<file path="config.mk">
export PLATFORM = sky130hd
export DESIGN_NAME = rsfe_frame_engine
export DESIGN_NICKNAME = d
export VERILOG_FILES = /design/src/shared/rsfe_pkg.sv /design/src/verilog/rsfe_frame_engine.sv
export VERILOG_INCLUDE_DIRS = /design/src /design/src/shared
export SDC_FILE = /design/constraint.sdc
export NUM_CORES = 1
export LEC_CHECK = 0
export BUFFER_PORTS_ARGS = -buffer_cell sky130_fd_sc_hd__buf_2
export CORE_ASPECT_RATIO = 1.1
export CORE_MARGIN = 2
export CORE_UTILIZATION = 62
export DETAILED_ROUTE_END_ITERATION = 10
export GPL_ROUTABILITY_DRIVEN = 1
export MAX_ROUTING_LAYER = met4
export PLACE_DENSITY = 0.89
export SYNTH_ARGS = -nofsm -noshare
export SYNTH_HDL_FRONTEND = slang
export SYNTH_SLANG_ARGS = --single-unit
</file>
<file path="constraint.sdc">
create_clock -name clk -period 5.84 [get_ports clk]
set_input_delay 0.584 -clock clk [delete_from_list [all_inputs] [get_ports clk]]
set_output_delay 0.584 -clock clk [all_outputs]
set_load 0.01 [all_outputs]
</file>
<file path="src/shared/rsfe_params.svh">
`ifndef RSFE_PARAMS_SVH
`define RSFE_PARAMS_SVH
// Register byte offsets
`define RSFE_OFF_CTRL 4'h0
`define RSFE_OFF_CMD 4'h4
`define RSFE_OFF_STAT 4'h8
// Control fields and reset value: address 01, rate 9600, no parity, one stop
`define RSFE_F_ADDR_LSB 0
`define RSFE_F_BAUD_LSB 8
`define RSFE_F_PAR_LSB 12
`define RSFE_F_TWO_STOP 14
`define RSFE_CTRL_RST 15'h0501
// Command bits
`define RSFE_CMD_ENTER 0
`define RSFE_CMD_LEAVE 1
// Status fields
`define RSFE_S_CFG 0
`define RSFE_S_ACT 1
`define RSFE_S_DEF 2
`define RSFE_S_TX 3
`define RSFE_S_COIL_LSB 8
// Clock in hertz, rates in baud
`define RSFE_CLK_HZ 100000000
`define RSFE_BAUD_300 300
`define RSFE_BAUD_600 600
`define RSFE_BAUD_1200 1200
`define RSFE_BAUD_2400 2400
`define RSFE_BAUD_4800 4800
`define RSFE_BAUD_9600 9600
`define RSFE_BAUD_19200 19200
`define RSFE_BAUD_38400 38400
`define RSFE_BAUD_57600 57600
`define RSFE_BAUD_115200 115200
// Silent intervals in tenths of a character, character length in bits
`define RSFE_CHAR_BITS 11
`define RSFE_T15_TENTHS 15
`define RSFE_T35_TENTHS 35
// Function and exception codes
`define RSFE_FN_RD_COIL 8'h01
`define RSFE_FN_RD_INREG 8'h04
`define RSFE_FN_WR_COIL 8'h05
`define RSFE_FN_WR_REG 8'h06
`define RSFE_FN_WR_COILS 8'h0f
`define RSFE_EXC_FUNC 8'h01
`define RSFE_EXC_ADDR 8'h02
`define RSFE_EXC_VALUE 8'h03
`define RSFE_EXC_FLAG 8'h80
// Check field, largest register and coil counts
`define RSFE_CRC_INIT 16'hffff
`define RSFE_CRC_POLY 16'ha001
`define RSFE_MAX_REGS 16
`define RSFE_MAX_COILS 8
`endif

</file>
<file path="src/shared/rsfe_pkg.sv">
package rsfe_pkg;
  typedef enum logic {RSFE_ST_RX, RSFE_ST_TX} rsfe_state_t;
  typedef struct packed {
    rsfe_state_t state;
    logic rx_s1;
    logic rx_s2;
    logic def_s1;
    logic def_s2;
    logic def_prev;
    logic [19:0] div;
    logic rx_busy;
    logic rx_new;
    logic [4:0] rx_ph;
    logic [10:0] rx_sh;
    logic [6:0] sil;
    logic f_on;
    logic f_err;
    logic [7:0] f_n;
    logic [15:0] f_crc;
    logic [7:0][7:0] frm;
    logic tx_busy;
    logic [4:0] tx_ph;
    logic [11:0] tx_sh;
    logic [7:0] tx_idx;
    logic [7:0] tx_len;
    logic [15:0] tx_crc;
    logic [7:0] exc;
    logic leave_pend;
    logic rtu_cfg;
    logic rtu_act;
    logic [14:0] ctrl;
    logic [7:0] coil;
    logic ser_tx;
    logic ser_en;
    logic [31:0] rd;
  } rsfe_st_t;
endpackage

</file>
<file path="src/verilog/rsfe_frame_engine.sv">
// Contract
// - Characters are start bit, eight data bits, parity slot and stop bit; with no parity and one stop bit the engine uses ten bits and no slot.
// - Even or odd parity; without parity one or two stop bits.
// - Ten selectable rates from 300 up to 115200 baud.
// - Message bytes are raw binary octets, never hex text.
// - First byte is the slave address; answer only our own address.
// - Second byte is the function code, then data, then check field.
// - Register reads carry a zero-based start register after the function.
// - Next two bytes give the register count including the first.
// - Last two bytes are a CRC over all preceding bytes.
// - No prompts or terminators; bytes go out back to back.
// - Silence of 3.5 characters ends the current message.
// - A byte after more than 1.5 characters idle starts a new message.
// - Replies begin with the echoed address and function code.
// - Register read replies carry a byte count after the function.
// - Each returned register takes two data bytes.
// - The slave transmits only in answer to a request.
// - Requests that cannot be served get an exception reply with a code.
// - Functions 01, 04, 05, 06 and 15 are served; others are unsupported.
// - Start in native mode; enter and leave commands switch RTU mode.
// - While the default pin is grounded use 300 baud, no parity.
// - Releasing the default pin resets the engine and restores configured mode.
// - Register values go out high byte first.
//
// The address map and the plain strobed port were left to the implementer.
`timescale 1ns/1ns
`include "rsfe_params.svh"
module rsfe_frame_engine
  import rsfe_pkg::*;
#(
  parameter int CLK_HZ = `RSFE_CLK_HZ
)
(
  input wire logic clk,
  input wire logic rst,
  input wire logic [3:0] bus_addr,
  input wire logic [31:0] bus_wdata,
  input wire logic bus_wr,
  input wire logic bus_rd,
  output logic [31:0] bus_rdata,
  input wire logic ser_rx,
  output logic ser_tx,
  output logic ser_tx_en,
  input wire logic default_n,
  input wire logic [15:0] ain_value,
  input wire logic [7:0] din_value,
  output logic [7:0] coil_out,
  output logic rtu_active
);
  localparam logic [6:0] T15H = 7'(`RSFE_T15_TENTHS * `RSFE_CHAR_BITS / 5);
  localparam logic [6:0] T35H = 7'(`RSFE_T35_TENTHS * `RSFE_CHAR_BITS / 5);

  rsfe_st_t s;
  rsfe_st_t n;
  logic def_low;
  logic release_ev;
  logic [19:0] half;
  logic par_on;
  logic par_odd;
  logic [4:0] nbits;
  logic tick;
  logic start_edge;
  logic rx_done;
  logic [10:0] rx_new_sh;
  logic [10:0] rx_v;
  logic rx_err;
  logic frame_end;
  logic frame_go;
  logic [15:0] st;
  logic [15:0] cnt;
  logic [16:0] span;
  logic [7:0] exc_d;
  logic [7:0] len_d;
  logic tx_load;
  logic [7:0] tx_b;
  logic [7:0] k;
  logic [15:0] reg_val;
  logic [15:0] coil_w;
  logic [7:0] fn;

  function automatic logic [15:0] rsfe_crc(input logic [15:0] c, input logic [7:0] b);
    logic [15:0] r;
    r = c ^ {8'h00, b};
    for (int i = 0; i < 8; i++)
    begin
      r = r[0] ? ((r >> 1) ^ `RSFE_CRC_POLY) : (r >> 1);
    end
    return r;
  endfunction

  // Half-bit period per rate select; each case is a constant so no divider is built
  function automatic logic [19:0] rsfe_half(input logic [3:0] sel);
    case (sel)
      4'h0: rsfe_half = 20'(CLK_HZ / `RSFE_BAUD_300 / 2);
      4'h1: rsfe_half = 20'(CLK_HZ / `RSFE_BAUD_600 / 2);
      4'h2: rsfe_half = 20'(CLK_HZ / `RSFE_BAUD_1200 / 2);
      4'h3: rsfe_half = 20'(CLK_HZ / `RSFE_BAUD_2400 / 2);
      4'h4: rsfe_half = 20'(CLK_HZ / `RSFE_BAUD_4800 / 2);
      4'h6: rsfe_half = 20'(CLK_HZ / `RSFE_BAUD_19200 / 2);
      4'h7: rsfe_half = 20'(CLK_HZ / `RSFE_BAUD_38400 / 2);
      4'h8: rsfe_half = 20'(CLK_HZ / `RSFE_BAUD_57600 / 2);
      4'h9: rsfe_half = 20'(CLK_HZ / `RSFE_BAUD_115200 / 2);
      default: rsfe_half = 20'(CLK_HZ / `RSFE_BAUD_9600 / 2);
    endcase
  endfunction

  always_comb
  begin
    n = s;
    def_low = ~s.def_s2;
    release_ev = s.def_s2 & ~s.def_prev;
    // Grounded default pin overrides the stored line settings
    half = def_low ? rsfe_half(4'h0) : rsfe_half(s.ctrl[`RSFE_F_BAUD_LSB +: 4]);
    par_on = ~def_low & (s.ctrl[`RSFE_F_PAR_LSB +: 2] != 2'h0);
    par_odd = s.ctrl[`RSFE_F_PAR_LSB + 1];
    nbits = (par_on | (~def_low & s.ctrl[`RSFE_F_TWO_STOP])) ? 5'd11 : 5'd10;
    tick = (s.div >= half - 20'h00001);
    start_edge = (s.state == RSFE_ST_RX) & s.rtu_act & ~s.rx_busy & ~s.rx_s2;
    fn = s.frm[1];
    st = {s.frm[2], s.frm[3]};
    cnt = {s.frm[4], s.frm[5]};
    span = {1'b0, st} + {1'b0, cnt};
    k = s.tx_idx - 8'h03;
    n.rx_s1 = ser_rx;
    n.rx_s2 = s.rx_s1;
    n.def_s1 = default_n;
    n.def_s2 = s.def_s1;
    n.def_prev = s.def_s2;

    // Register port
    n.rd = 32'h0;
    if (bus_rd)
    begin
      if (bus_addr == `RSFE_OFF_CTRL)
        n.rd = {17'h0, s.ctrl};
      else if (bus_addr == `RSFE_OFF_STAT)
        n.rd = {16'h0, s.coil, 4'h0, (s.state == RSFE_ST_TX), def_low, s.rtu_act, s.rtu_cfg};
    end
    if (bus_wr)
    begin
      if (bus_addr == `RSFE_OFF_CTRL)
        n.ctrl = bus_wdata[14:0];
      else if (bus_addr == `RSFE_OFF_CMD)
      begin
        if (bus_wdata[`RSFE_CMD_ENTER])
        begin
          n.rtu_cfg = 1'b1;
          n.rtu_act = 1'b1;
        end
        if (bus_wdata[`RSFE_CMD_LEAVE])
        begin
          n.rtu_cfg = 1'b0;
          n.rtu_act = 1'b0;
        end
      end
    end

    // Half-bit timebase, realigned to each start edge and each transmitted byte
    tx_load = (s.state == RSFE_ST_TX) & ~s.tx_busy & (s.tx_idx != s.tx_len);
    n.div = (tick | start_edge | tx_load) ? 20'h0 : s.div + 20'h00001;

    // Receiver: sample at the middle of each bit
    rx_done = 1'b0;
    rx_new_sh = {s.rx_s2, s.rx_sh[10:1]};
    rx_v = (nbits == 5'd11) ? rx_new_sh : {1'b1, rx_new_sh[10:1]};
    rx_err = (rx_v[0] != 1'b0) | (rx_v[10] != 1'b1) |
             (par_on ? (rx_v[9] != (^rx_v[8:1] ^ par_odd)) : (rx_v[9] != 1'b1));
    if (start_edge)
    begin
      n.rx_busy = 1'b1;
      n.rx_ph = 5'h0;
      n.sil = 7'h0;
      n.rx_new = (s.sil > T15H) | ~s.f_on;
    end
    else if (s.rx_busy & tick)
    begin
      n.rx_ph = s.rx_ph + 5'h01;
      if (~s.rx_ph[0])
      begin
        n.rx_sh = rx_new_sh;
        if (s.rx_ph[4:1] == 4'(nbits - 5'd1))
        begin
          n.rx_busy = 1'b0;
          rx_done = 1'b1;
        end
      end
    end
    else if (~s.rx_busy & tick & (s.sil != 7'h7f))
      n.sil = s.sil + 7'h01;

    // Bytes are kept raw; the running CRC over a good frame including its check field ends at zero
    if (rx_done)
    begin
      if (s.rx_new)
      begin
        n.f_on = 1'b1;
        n.f_n = 8'h01;
        n.f_err = rx_err;
        n.f_crc = rsfe_crc(`RSFE_CRC_INIT, rx_v[8:1]);
        n.frm[0] = rx_v[8:1];
      end
      else
      begin
        n.f_n = (s.f_n == 8'hff) ? s.f_n : s.f_n + 8'h01;
        n.f_err = s.f_err | rx_err;
        n.f_crc = rsfe_crc(s.f_crc, rx_v[8:1]);
        if (s.f_n < 8'h08)
          n.frm[s.f_n[2:0]] = rx_v[8:1];
      end
    end

    // Request check at end of frame
    frame_end = (s.state == RSFE_ST_RX) & s.f_on & ~s.rx_busy & ~start_edge & (s.sil >= T35H);
    frame_go = frame_end & ~s.f_err & (s.f_n >= 8'h04) & (s.f_crc == 16'h0) &
               (s.frm[0] == s.ctrl[`RSFE_F_ADDR_LSB +: 8]) & (s.frm[0] != 8'h00);
    exc_d = 8'h00;
    case (fn)
      `RSFE_FN_RD_COIL, `RSFE_FN_RD_INREG:
      begin
        if ((cnt == 16'h0) | (cnt > 16'(`RSFE_MAX_REGS)))
          exc_d = `RSFE_EXC_VALUE;
        else if (span > 17'(`RSFE_MAX_REGS))
          exc_d = `RSFE_EXC_ADDR;
      end
      `RSFE_FN_WR_COIL:
      begin
        if (st >= 16'(`RSFE_MAX_COILS))
          exc_d = `RSFE_EXC_ADDR;
        else if ((cnt != 16'hff00) & (cnt != 16'h0000))
          exc_d = `RSFE_EXC_VALUE;
      end
      `RSFE_FN_WR_REG:
      begin
        if (st != 16'h0)
          exc_d = `RSFE_EXC_ADDR;
        else if (cnt != 16'h0)
          exc_d = `RSFE_EXC_VALUE;
      end
      `RSFE_FN_WR_COILS:
      begin
        if ((cnt == 16'h0) | (cnt > 16'(`RSFE_MAX_COILS)) | (s.f_n < 8'h0a))
          exc_d = `RSFE_EXC_VALUE;
        else if (span > 17'(`RSFE_MAX_COILS))
          exc_d = `RSFE_EXC_ADDR;
      end
      default: exc_d = `RSFE_EXC_FUNC;
    endcase
    if (exc_d != 8'h00)
      len_d = 8'h05;
    else if (fn == `RSFE_FN_RD_INREG)
      len_d = 8'h05 + {cnt[6:0], 1'b0};
    else if (fn == `RSFE_FN_RD_COIL)
      len_d = (cnt > 16'h0008) ? 8'h07 : 8'h06;
    else
      len_d = 8'h08;

    if (frame_end)
    begin
      n.f_on = 1'b0;
      if (frame_go)
      begin
        n.state = RSFE_ST_TX;
        n.exc = exc_d;
        n.tx_len = len_d;
        n.tx_idx = 8'h00;
        n.tx_crc = `RSFE_CRC_INIT;
        n.tx_busy = 1'b0;
        n.ser_en = 1'b1;
        if (exc_d == 8'h00)
        begin
          if (fn == `RSFE_FN_WR_COIL)
            n.coil[st[2:0]] = cnt[15];
          else if (fn == `RSFE_FN_WR_COILS)
          begin
            for (int i = 0; i < 8; i++)
            begin
              if ((i >= st) & (i < span))
                n.coil[i] = s.frm[7][3'(i - st)];
            end
          end
          else if (fn == `RSFE_FN_WR_REG)
            n.leave_pend = 1'b1;
        end
      end
    end

    // Reply byte for the current index
    reg_val = ({8'h00, s.frm[3]} + {9'h0, k[7:1]} == 16'h0) ? ain_value : 16'h0;
    coil_w = ({din_value, s.coil} >> st) & ~(16'hffff << cnt[4:0]);
    if (s.tx_idx == s.tx_len - 8'h02)
      tx_b = s.tx_crc[7:0];
    else if (s.tx_idx == s.tx_len - 8'h01)
      tx_b = s.tx_crc[15:8];
    else if (s.tx_idx == 8'h00)
      tx_b = s.frm[0];
    else if (s.tx_idx == 8'h01)
      tx_b = (s.exc != 8'h00) ? (fn | `RSFE_EXC_FLAG) : fn;
    else if (s.exc != 8'h00)
      tx_b = s.exc;
    else if (fn == `RSFE_FN_RD_INREG)
    begin
      if (s.tx_idx == 8'h02)
        tx_b = {cnt[6:0], 1'b0};
      else
        tx_b = k[0] ? reg_val[7:0] : reg_val[15:8];
    end
    else if (fn == `RSFE_FN_RD_COIL)
    begin
      if (s.tx_idx == 8'h02)
        tx_b = (cnt > 16'h0008) ? 8'h02 : 8'h01;
      else
        tx_b = k[0] ? coil_w[15:8] : coil_w[7:0];
    end
    else
      tx_b = s.frm[s.tx_idx[2:0]];

    // Transmitter: bytes follow each other with no idle between stop and start
    if (s.state == RSFE_ST_TX)
    begin
      if (tx_load)
      begin
        n.tx_busy = 1'b1;
        n.tx_ph = 5'h0;
        n.tx_sh = {2'b11, par_on ? (^tx_b ^ par_odd) : 1'b1, tx_b, 1'b0};
        n.ser_tx = 1'b0;
        if (s.tx_idx < s.tx_len - 8'h02)
          n.tx_crc = rsfe_crc(s.tx_crc, tx_b);
      end
      else if (s.tx_busy & tick)
      begin
        n.tx_ph = s.tx_ph + 5'h01;
        if (s.tx_ph[0])
        begin
          n.tx_sh = {1'b1, s.tx_sh[11:1]};
          n.ser_tx = s.tx_sh[1];
          if (s.tx_ph[4:1] == 4'(nbits - 5'd1))
          begin
            n.tx_busy = 1'b0;
            n.ser_tx = 1'b1;
            n.tx_idx = s.tx_idx + 8'h01;
          end
        end
      end
      else if (~s.tx_busy)
      begin
        n.state = RSFE_ST_RX;
        n.ser_en = 1'b0;
        if (s.leave_pend)
        begin
          n.rtu_act = 1'b0;
          n.leave_pend = 1'b0;
        end
      end
    end

    // Releasing the default pin restarts the engine in the configured mode
    if (release_ev)
    begin
      n.state = RSFE_ST_RX;
      n.rx_busy = 1'b0;
      n.f_on = 1'b0;
      n.tx_busy = 1'b0;
      n.ser_en = 1'b0;
      n.ser_tx = 1'b1;
      n.leave_pend = 1'b0;
      n.rtu_act = s.rtu_cfg;
    end
  end

  always_ff @(posedge clk)
  begin
    if (rst)
    begin
      s <= '0;
      s.rx_s1 <= 1'b1;
      s.rx_s2 <= 1'b1;
      s.def_s1 <= 1'b1;
      s.def_s2 <= 1'b1;
      s.def_prev <= 1'b1;
      s.ctrl <= `RSFE_CTRL_RST;
      s.ser_tx <= 1'b1;
    end
    else
      s <= n;
  end

  assign bus_rdata = s.rd;
  assign ser_tx = s.ser_tx;
  assign ser_tx_en = s.ser_en;
  assign coil_out = s.coil;
  assign rtu_active = s.rtu_act;
endmodule

</file>
Word level (Yosys, flattened, before mapping):

Memory sizes are Yosys's and may differ from the RTL's. A register that Yosys moved wholly into a read port is not among the register bits.
Cells that the tools add are included.

* add/subtract/negate cells: 22
* magnitude comparators: 41
* equality and inequality tests: 22
* shifts and indexed selects: 2
* multiplexer cells: 158
* bitwise operators: 88
* reduce and logical (&&, ||, !) cells: 59

Operators by type and width (number)
* $mux W16: 29
* $mux W8: 23
* $mux W41: 2
* $not A2 Y3: 24
* $lt A3 B17 Y1 const A: 4
* $mux W1: 66
* $bwmux W64: 1
* $ge A3 B16 Y1 const A: 4
* $mux W26: 2
* $logic_not A16 Y1: 3
* $mux W15: 3
* $lt A3 B4 Y1 const B: 11
* $mux W20: 2
* $reduce_and A5 Y1: 8
* $lt A1 B17 Y1 const A: 2
* $lt A2 B17 Y1 const A: 2
* $ge A1 B16 Y1 const A: 2
* $ge A2 B16 Y1 const A: 2
* $pmux W8 S4: 1
* $reduce_bool A16 Y1: 2
* $reduce_bool A2 Y1: 16
* $xor A16 B8 Y16: 2
* $and A1 B1 Y1: 30
* $mux W25: 1
* 69 further kinds: 150

* register bits after elaboration: 259
* memory bits (read-only): 288
* bits of input ports: 66
* output and inout port bits: 43
* logic and storage cells: 441
* memories: 1

Memory list
* (name not given): depth 16, bits a word 18, read ports 1, clocked after Yosys merged registers in 1, wr ports 0, RTL line rsfe_frame_engine.sv:93 `case (sel)`

Logic depth before layout (Yosys ltp):

* word-level depth: 32
* gate-level depth with buffers: 21

Worst setup path after synthesis:

OpenSTA, ideal clock, no wires.

* path kind: reg-to-reg
* from: register s[93] (netlist bit)
* to: register s[68] (netlist bit)
* data arrival time: 5135 ps
* required time: 5754 ps
* setup slack: 618 ps
* stages on the path, launching flop included: 19
* period minus slack after synthesis: 5222 ps
* path through: dfxtp_1 -> buf_2 -> clkinv_1 -> ha_1 -> ha_1 -> inv_1 -> fa_1 -> or4b_1 -> a31oi_1 -> o2111ai_1 -> o31ai_1 -> o211ai_1 -> and4_4 -> nor4_4 -> xnor3_1 -> and2_4 -> xnor3_1 -> mux2_2 -> a221oi_2

* longest elaborated chain between the ends: 25

RTL lines
* start: declaration: RTL line rsfe_frame_engine.sv:53 `rsfe_st_t s;`
* start signal: assignment: RTL line rsfe_frame_engine.sv:384 `s <= n;`
* $sub A8 B2 Y8: RTL line rsfe_frame_engine.sv:123 `k = s.tx_idx - 8'h03;`
* $add A8 B7 Y9: RTL line rsfe_frame_engine.sv:288 `reg_val = ({8'h00, s.frm[3]} + {9'h0, k[7:1]} == 16'h0) ? ain_value : 16'h0;`
* $logic_not A16 Y1: RTL line rsfe_frame_engine.sv:288
* $mux W16: RTL line rsfe_frame_engine.sv:288
* $mux W8: RTL line rsfe_frame_engine.sv:305 `tx_b = k[0] ? reg_val[7:0] : reg_val[15:8];`
* $mux W8: RTL line rsfe_frame_engine.sv:302 `if (s.tx_idx == 8'h02)`
* $mux W8: RTL line rsfe_frame_engine.sv:300 `` else if (fn == `RSFE_FN_RD_INREG) ``
* $mux W8: RTL line rsfe_frame_engine.sv:298 `else if (s.exc != 8'h00)`
* [3 not listed]
* $mux W8: RTL line rsfe_frame_engine.sv:290 `if (s.tx_idx == s.tx_len - 8'h02)`
* $xor A16 B8 Y16: RTL line rsfe_frame_engine.sv:83 `r = c ^ {8'h00, b};`
* $mux W16 or $not A2 Y3 (tied branches) (6 in series)
* $not A2 Y3 (no source line) or $mux W16 (tied branches)
* $mux W16 (2 in series): RTL line rsfe_frame_engine.sv:86 `` r = r[0] ? ((r >> 1) ^ `RSFE_CRC_POLY) : (r >> 1); ``
* $mux W16: RTL line rsfe_frame_engine.sv:326 `if (s.tx_idx < s.tx_len - 8'h02)`
* $mux W16 (*): RTL line rsfe_frame_engine.sv:320 `if (tx_load)`
* $mux W16 (*): RTL line rsfe_frame_engine.sv:318 `if (s.state == RSFE_ST_TX)`

Mark *: on every way between the ends. The rest lies on a longest branch, timed or not. The select of a mux whose other input is x is not followed.
A chain may end at the register's enable or synchronous reset.

Final worst setup path:

* from: register s[92] (netlist bit)
* to: register s[68] (netlist bit)

Same word-level chain as after synthesis.

==> flow_summary.json <==
{
  "status": "complete, no violations",
  "ys_seq_area_frac": 0.299,
  "ctsHtreeMaxLevel": 1,
  "track_usage": 0.349,
  "post_cts_buffers": 0,
  "multi_input_area_um2": 10900,
  "leakage_uw": 0.00727,
  "drt_first_pass_iters": 6,
  "endpoint_kind": "register",
  "synth_top_family_by_area": "simple AND/OR/NAND/NOR gates",
  "clock.fmax_ghz": 0.187,
  "hold_violations": 0,
  "rows": 63,
  "cap_viol_max_count": 0,
  "layout-drive-gt1-share": 0.119,
  "grt_max_degree": 76,
  "critical_path_required_ns": 6.32,
  "antenna_found_initial": 0,
  "worst_pin_slew_ns": 1.16,
  "muxShareOfSynthArea": 0.103,
  "worstHoldPathCells": 2,
  "fin_skew_ns": 0.0157,
  "setup_viol": 0,
  "syn_area_per_cell_um2": 8.37,
  "rsz0062_at_grt": "no",
  "cts_hold_buf": 0,
  "core-area_um2": 26900,
  "fill_cells": 2019,
  "hold_class": "in2reg",
  "worstSkewPairLatency_ns": 0.56,
  "ant_nets": 0,
  "p_clk_frac": 0.480,
  "drv_slew": 0,
  "vias": 15900,
  "seqCellArea_um2": 5050,
  "io_pins": 109,
  "place_congestion": 1.01,
  "power_switching_uw": 826,
  "p_per_area_nw_per_um2": 197,
  "ys_warn_count": 0,
  "drt-initial-drc-count": 2252,
  "synth_edf_count": 0,
  "worst-path-max-fanout": 10,
  "drcViolationCount": 0,
  "initial_utilization": 0.627,
  "grt_pass1_wl_um": 78500,
  "ff2ff_path_depth": 18,
  "cts_buffer_depth": 3,
  "cts_num_sinks": 252,
  "dp_slack_ns": 0.614,
  "area_delta_synth_final_pct": 7.04,
  "synthArstFlopShare": 0,
  "slew_headroom": 0.222,
  "final_common_cell": "dfxtp_1",
  "routedWlPerCell_um": 21.0,
  "die_height_um": 177,
  "most-common-layout-cells": "250 x dfxtp_1, 184 x nor2_1, 157 x nand2_1",
  "clk_pin_slew_ns": 0.06,
  "via_per_inst": 6.67,
  "min_period_over_period": 0.914,
  "synthAdderAreaFrac": 0.0654,
  "ctsRootBufferMaster": "clkbuf_16",
  "drt-total-wl_um": 50000,
  "utilization": 0.671,
  "comb_power_share": 0.032,
  "setup_ws_ns": 0.504,
  "synth-seq-cells": 252,
  "path_class": "reg2reg",
  "ir_worst_vdd_mv": 0.319,
  "grt_overflow": 0,
  "switching_share": 0.232,
  "ys_dominant_reg_cell": "dfxtp_1",
  "cp.arrival_ns": 5.82,
  "synthCells": 2015,
  "first_global_vias": 15000,
  "fp.dieW_um": 161,
  "synth.distinct_cells": 99,
  "setup_tns_ns": 0,
  "synth_xor_area_frac": 0.0744,
  "hpwl_um": 35800,
  "syn_area_um2": 16900,
  "nets": 2159,
  "io_buffers": 75,
  "synth_compound_area_frac": 0.172,
  "power_frac_seq": 0.488,
  "cts_tree": "done",
  "diodes": 0,
  "cts_buffers": 27,
  "startpoint_type": "register",
  "final.min_clock_period_ns": 5.34,
  "p_int_uw": 2730,
  "die_area_um2": 28500,
  "cts-resized-gates": 0,
  "synth_simple_gate_area_share": 0.228
}
[power groups by stage]
| stage | Combinational (uW) | Sequential [uW] | Clock, uW |
|---|---|---|---|
| 2_1_floorplan | 81.3 | 1770 | 0 |
| 3_3_place_gp | 108 | 1770 | 0 |
| 3_5_place_dp | 111 | 1770 | 0 |
| 4_1_cts | 113 | 1730 | 1700 |
| 5_1_grt | 124 | 1730 | 1780 |
| 6_report | 115 | 1730 | 1710 |
[worst max-delay path, cell delays in order (launching register included)]
cell       delay [ns]
dfxtp_2          0.36
inv_1            0.20
ha_1             0.39
ha_1             0.22
inv_1            0.07
fa_1             0.38
or4b_1           0.54
a31oi_1          0.15
o2111ai_1        0.14
buf_4            0.19
o31ai_1          0.25
o211ai_1         0.22
and4_4           0.25
nor4_4           0.36
xnor3_1          0.47
and2_4           0.18
xnor3_1          0.40
mux2_2           0.29
a221oi_2         0.22
[through the flow]
stage	hold WS (ns)	total power [uW]	std cells	area, um2
4_1_cts	0.198	3550	2382	18000
2_1_floorplan	0.389	1850	2030	16900
6_report	0.210	3560	2382	18000
5_1_grt	0.206	3640	2382	18000
3_5_place_dp	0.396	1880	2334	17200
3_3_place_gp	0.395	1880	2334	17200
[synthesized netlist by cell type, types with 34 or more instances]
| cell | instances | area share |
|---|---|---|
| a21oi_1 | 123 | 0.037 |
| clkbuf_1 | 85 | 0.019 |
| ha_1 | 85 | 0.063 |
| nand3_1 | 113 | 0.034 |
| mux4_2 | 34 | 0.045 |
| xnor2_1 | 82 | 0.043 |
| dfxtp_1 | 252 | 0.30 |
| xor2_1 | 49 | 0.025 |
| buf_4 | 43 | 0.019 |
| inv_1 | 52 | 0.012 |
| nor3_1 | 72 | 0.021 |
| o21ai_0 | 103 | 0.031 |
| nand2_1 | 157 | 0.035 |
| mux2i_1 | 84 | 0.050 |
| nor2_1 | 184 | 0.041 |
[per-layer routing]
layer  global-route usage  routed length, um  vias up
met5                    -                  0        -
met4                0.149               2310        0
met3               0.0508               4830      178
met2                0.575              23500      920
met1                0.430              19400     7519
li1                     -                  -     7281
[sequential cells by signal (all words and copies together), names as in the netlist, named ones only]
signal      flops
s             169
bus_rdata      16
cnt            16
rx_new_sh      11
coil_out        8
fn              8
n               3
par_odd         1
rtu_active      1
ser_tx          1
ser_tx_en       1
[logic make-up after synthesis]
family | after synthesis
AOI/OAI and AO/OA | 450
xor gates and xnor gates | 136
adders and majority gates | 87
buffers and inverters | 208
DFF | 252
muxes | 128
other | 1
and+or+nand+nor | 753
[path summary, 6_finish.rpt]
path / from / end / slack, ns
worst max register to register: s[92] / s[68] / 0.50
worst min-delay path: default_n / n[254] / 0.21
worst max-delay path: s[92] / s[68] / 0.50
worst min register to register: n[254] / n[253] / 0.41
[area by class of cell]
type                            count  share of cell area
Multi-Input combinational cell   1570               0.604
Sequential cell                   252               0.280
Inverter                           54              0.0112
Timing Repair Buffer              101              0.0318
Clock buffer                       34              0.0417
Tap cell                          357              0.0247
Clock inverter                     14             0.00721
(Power assumes the default switching activity.)
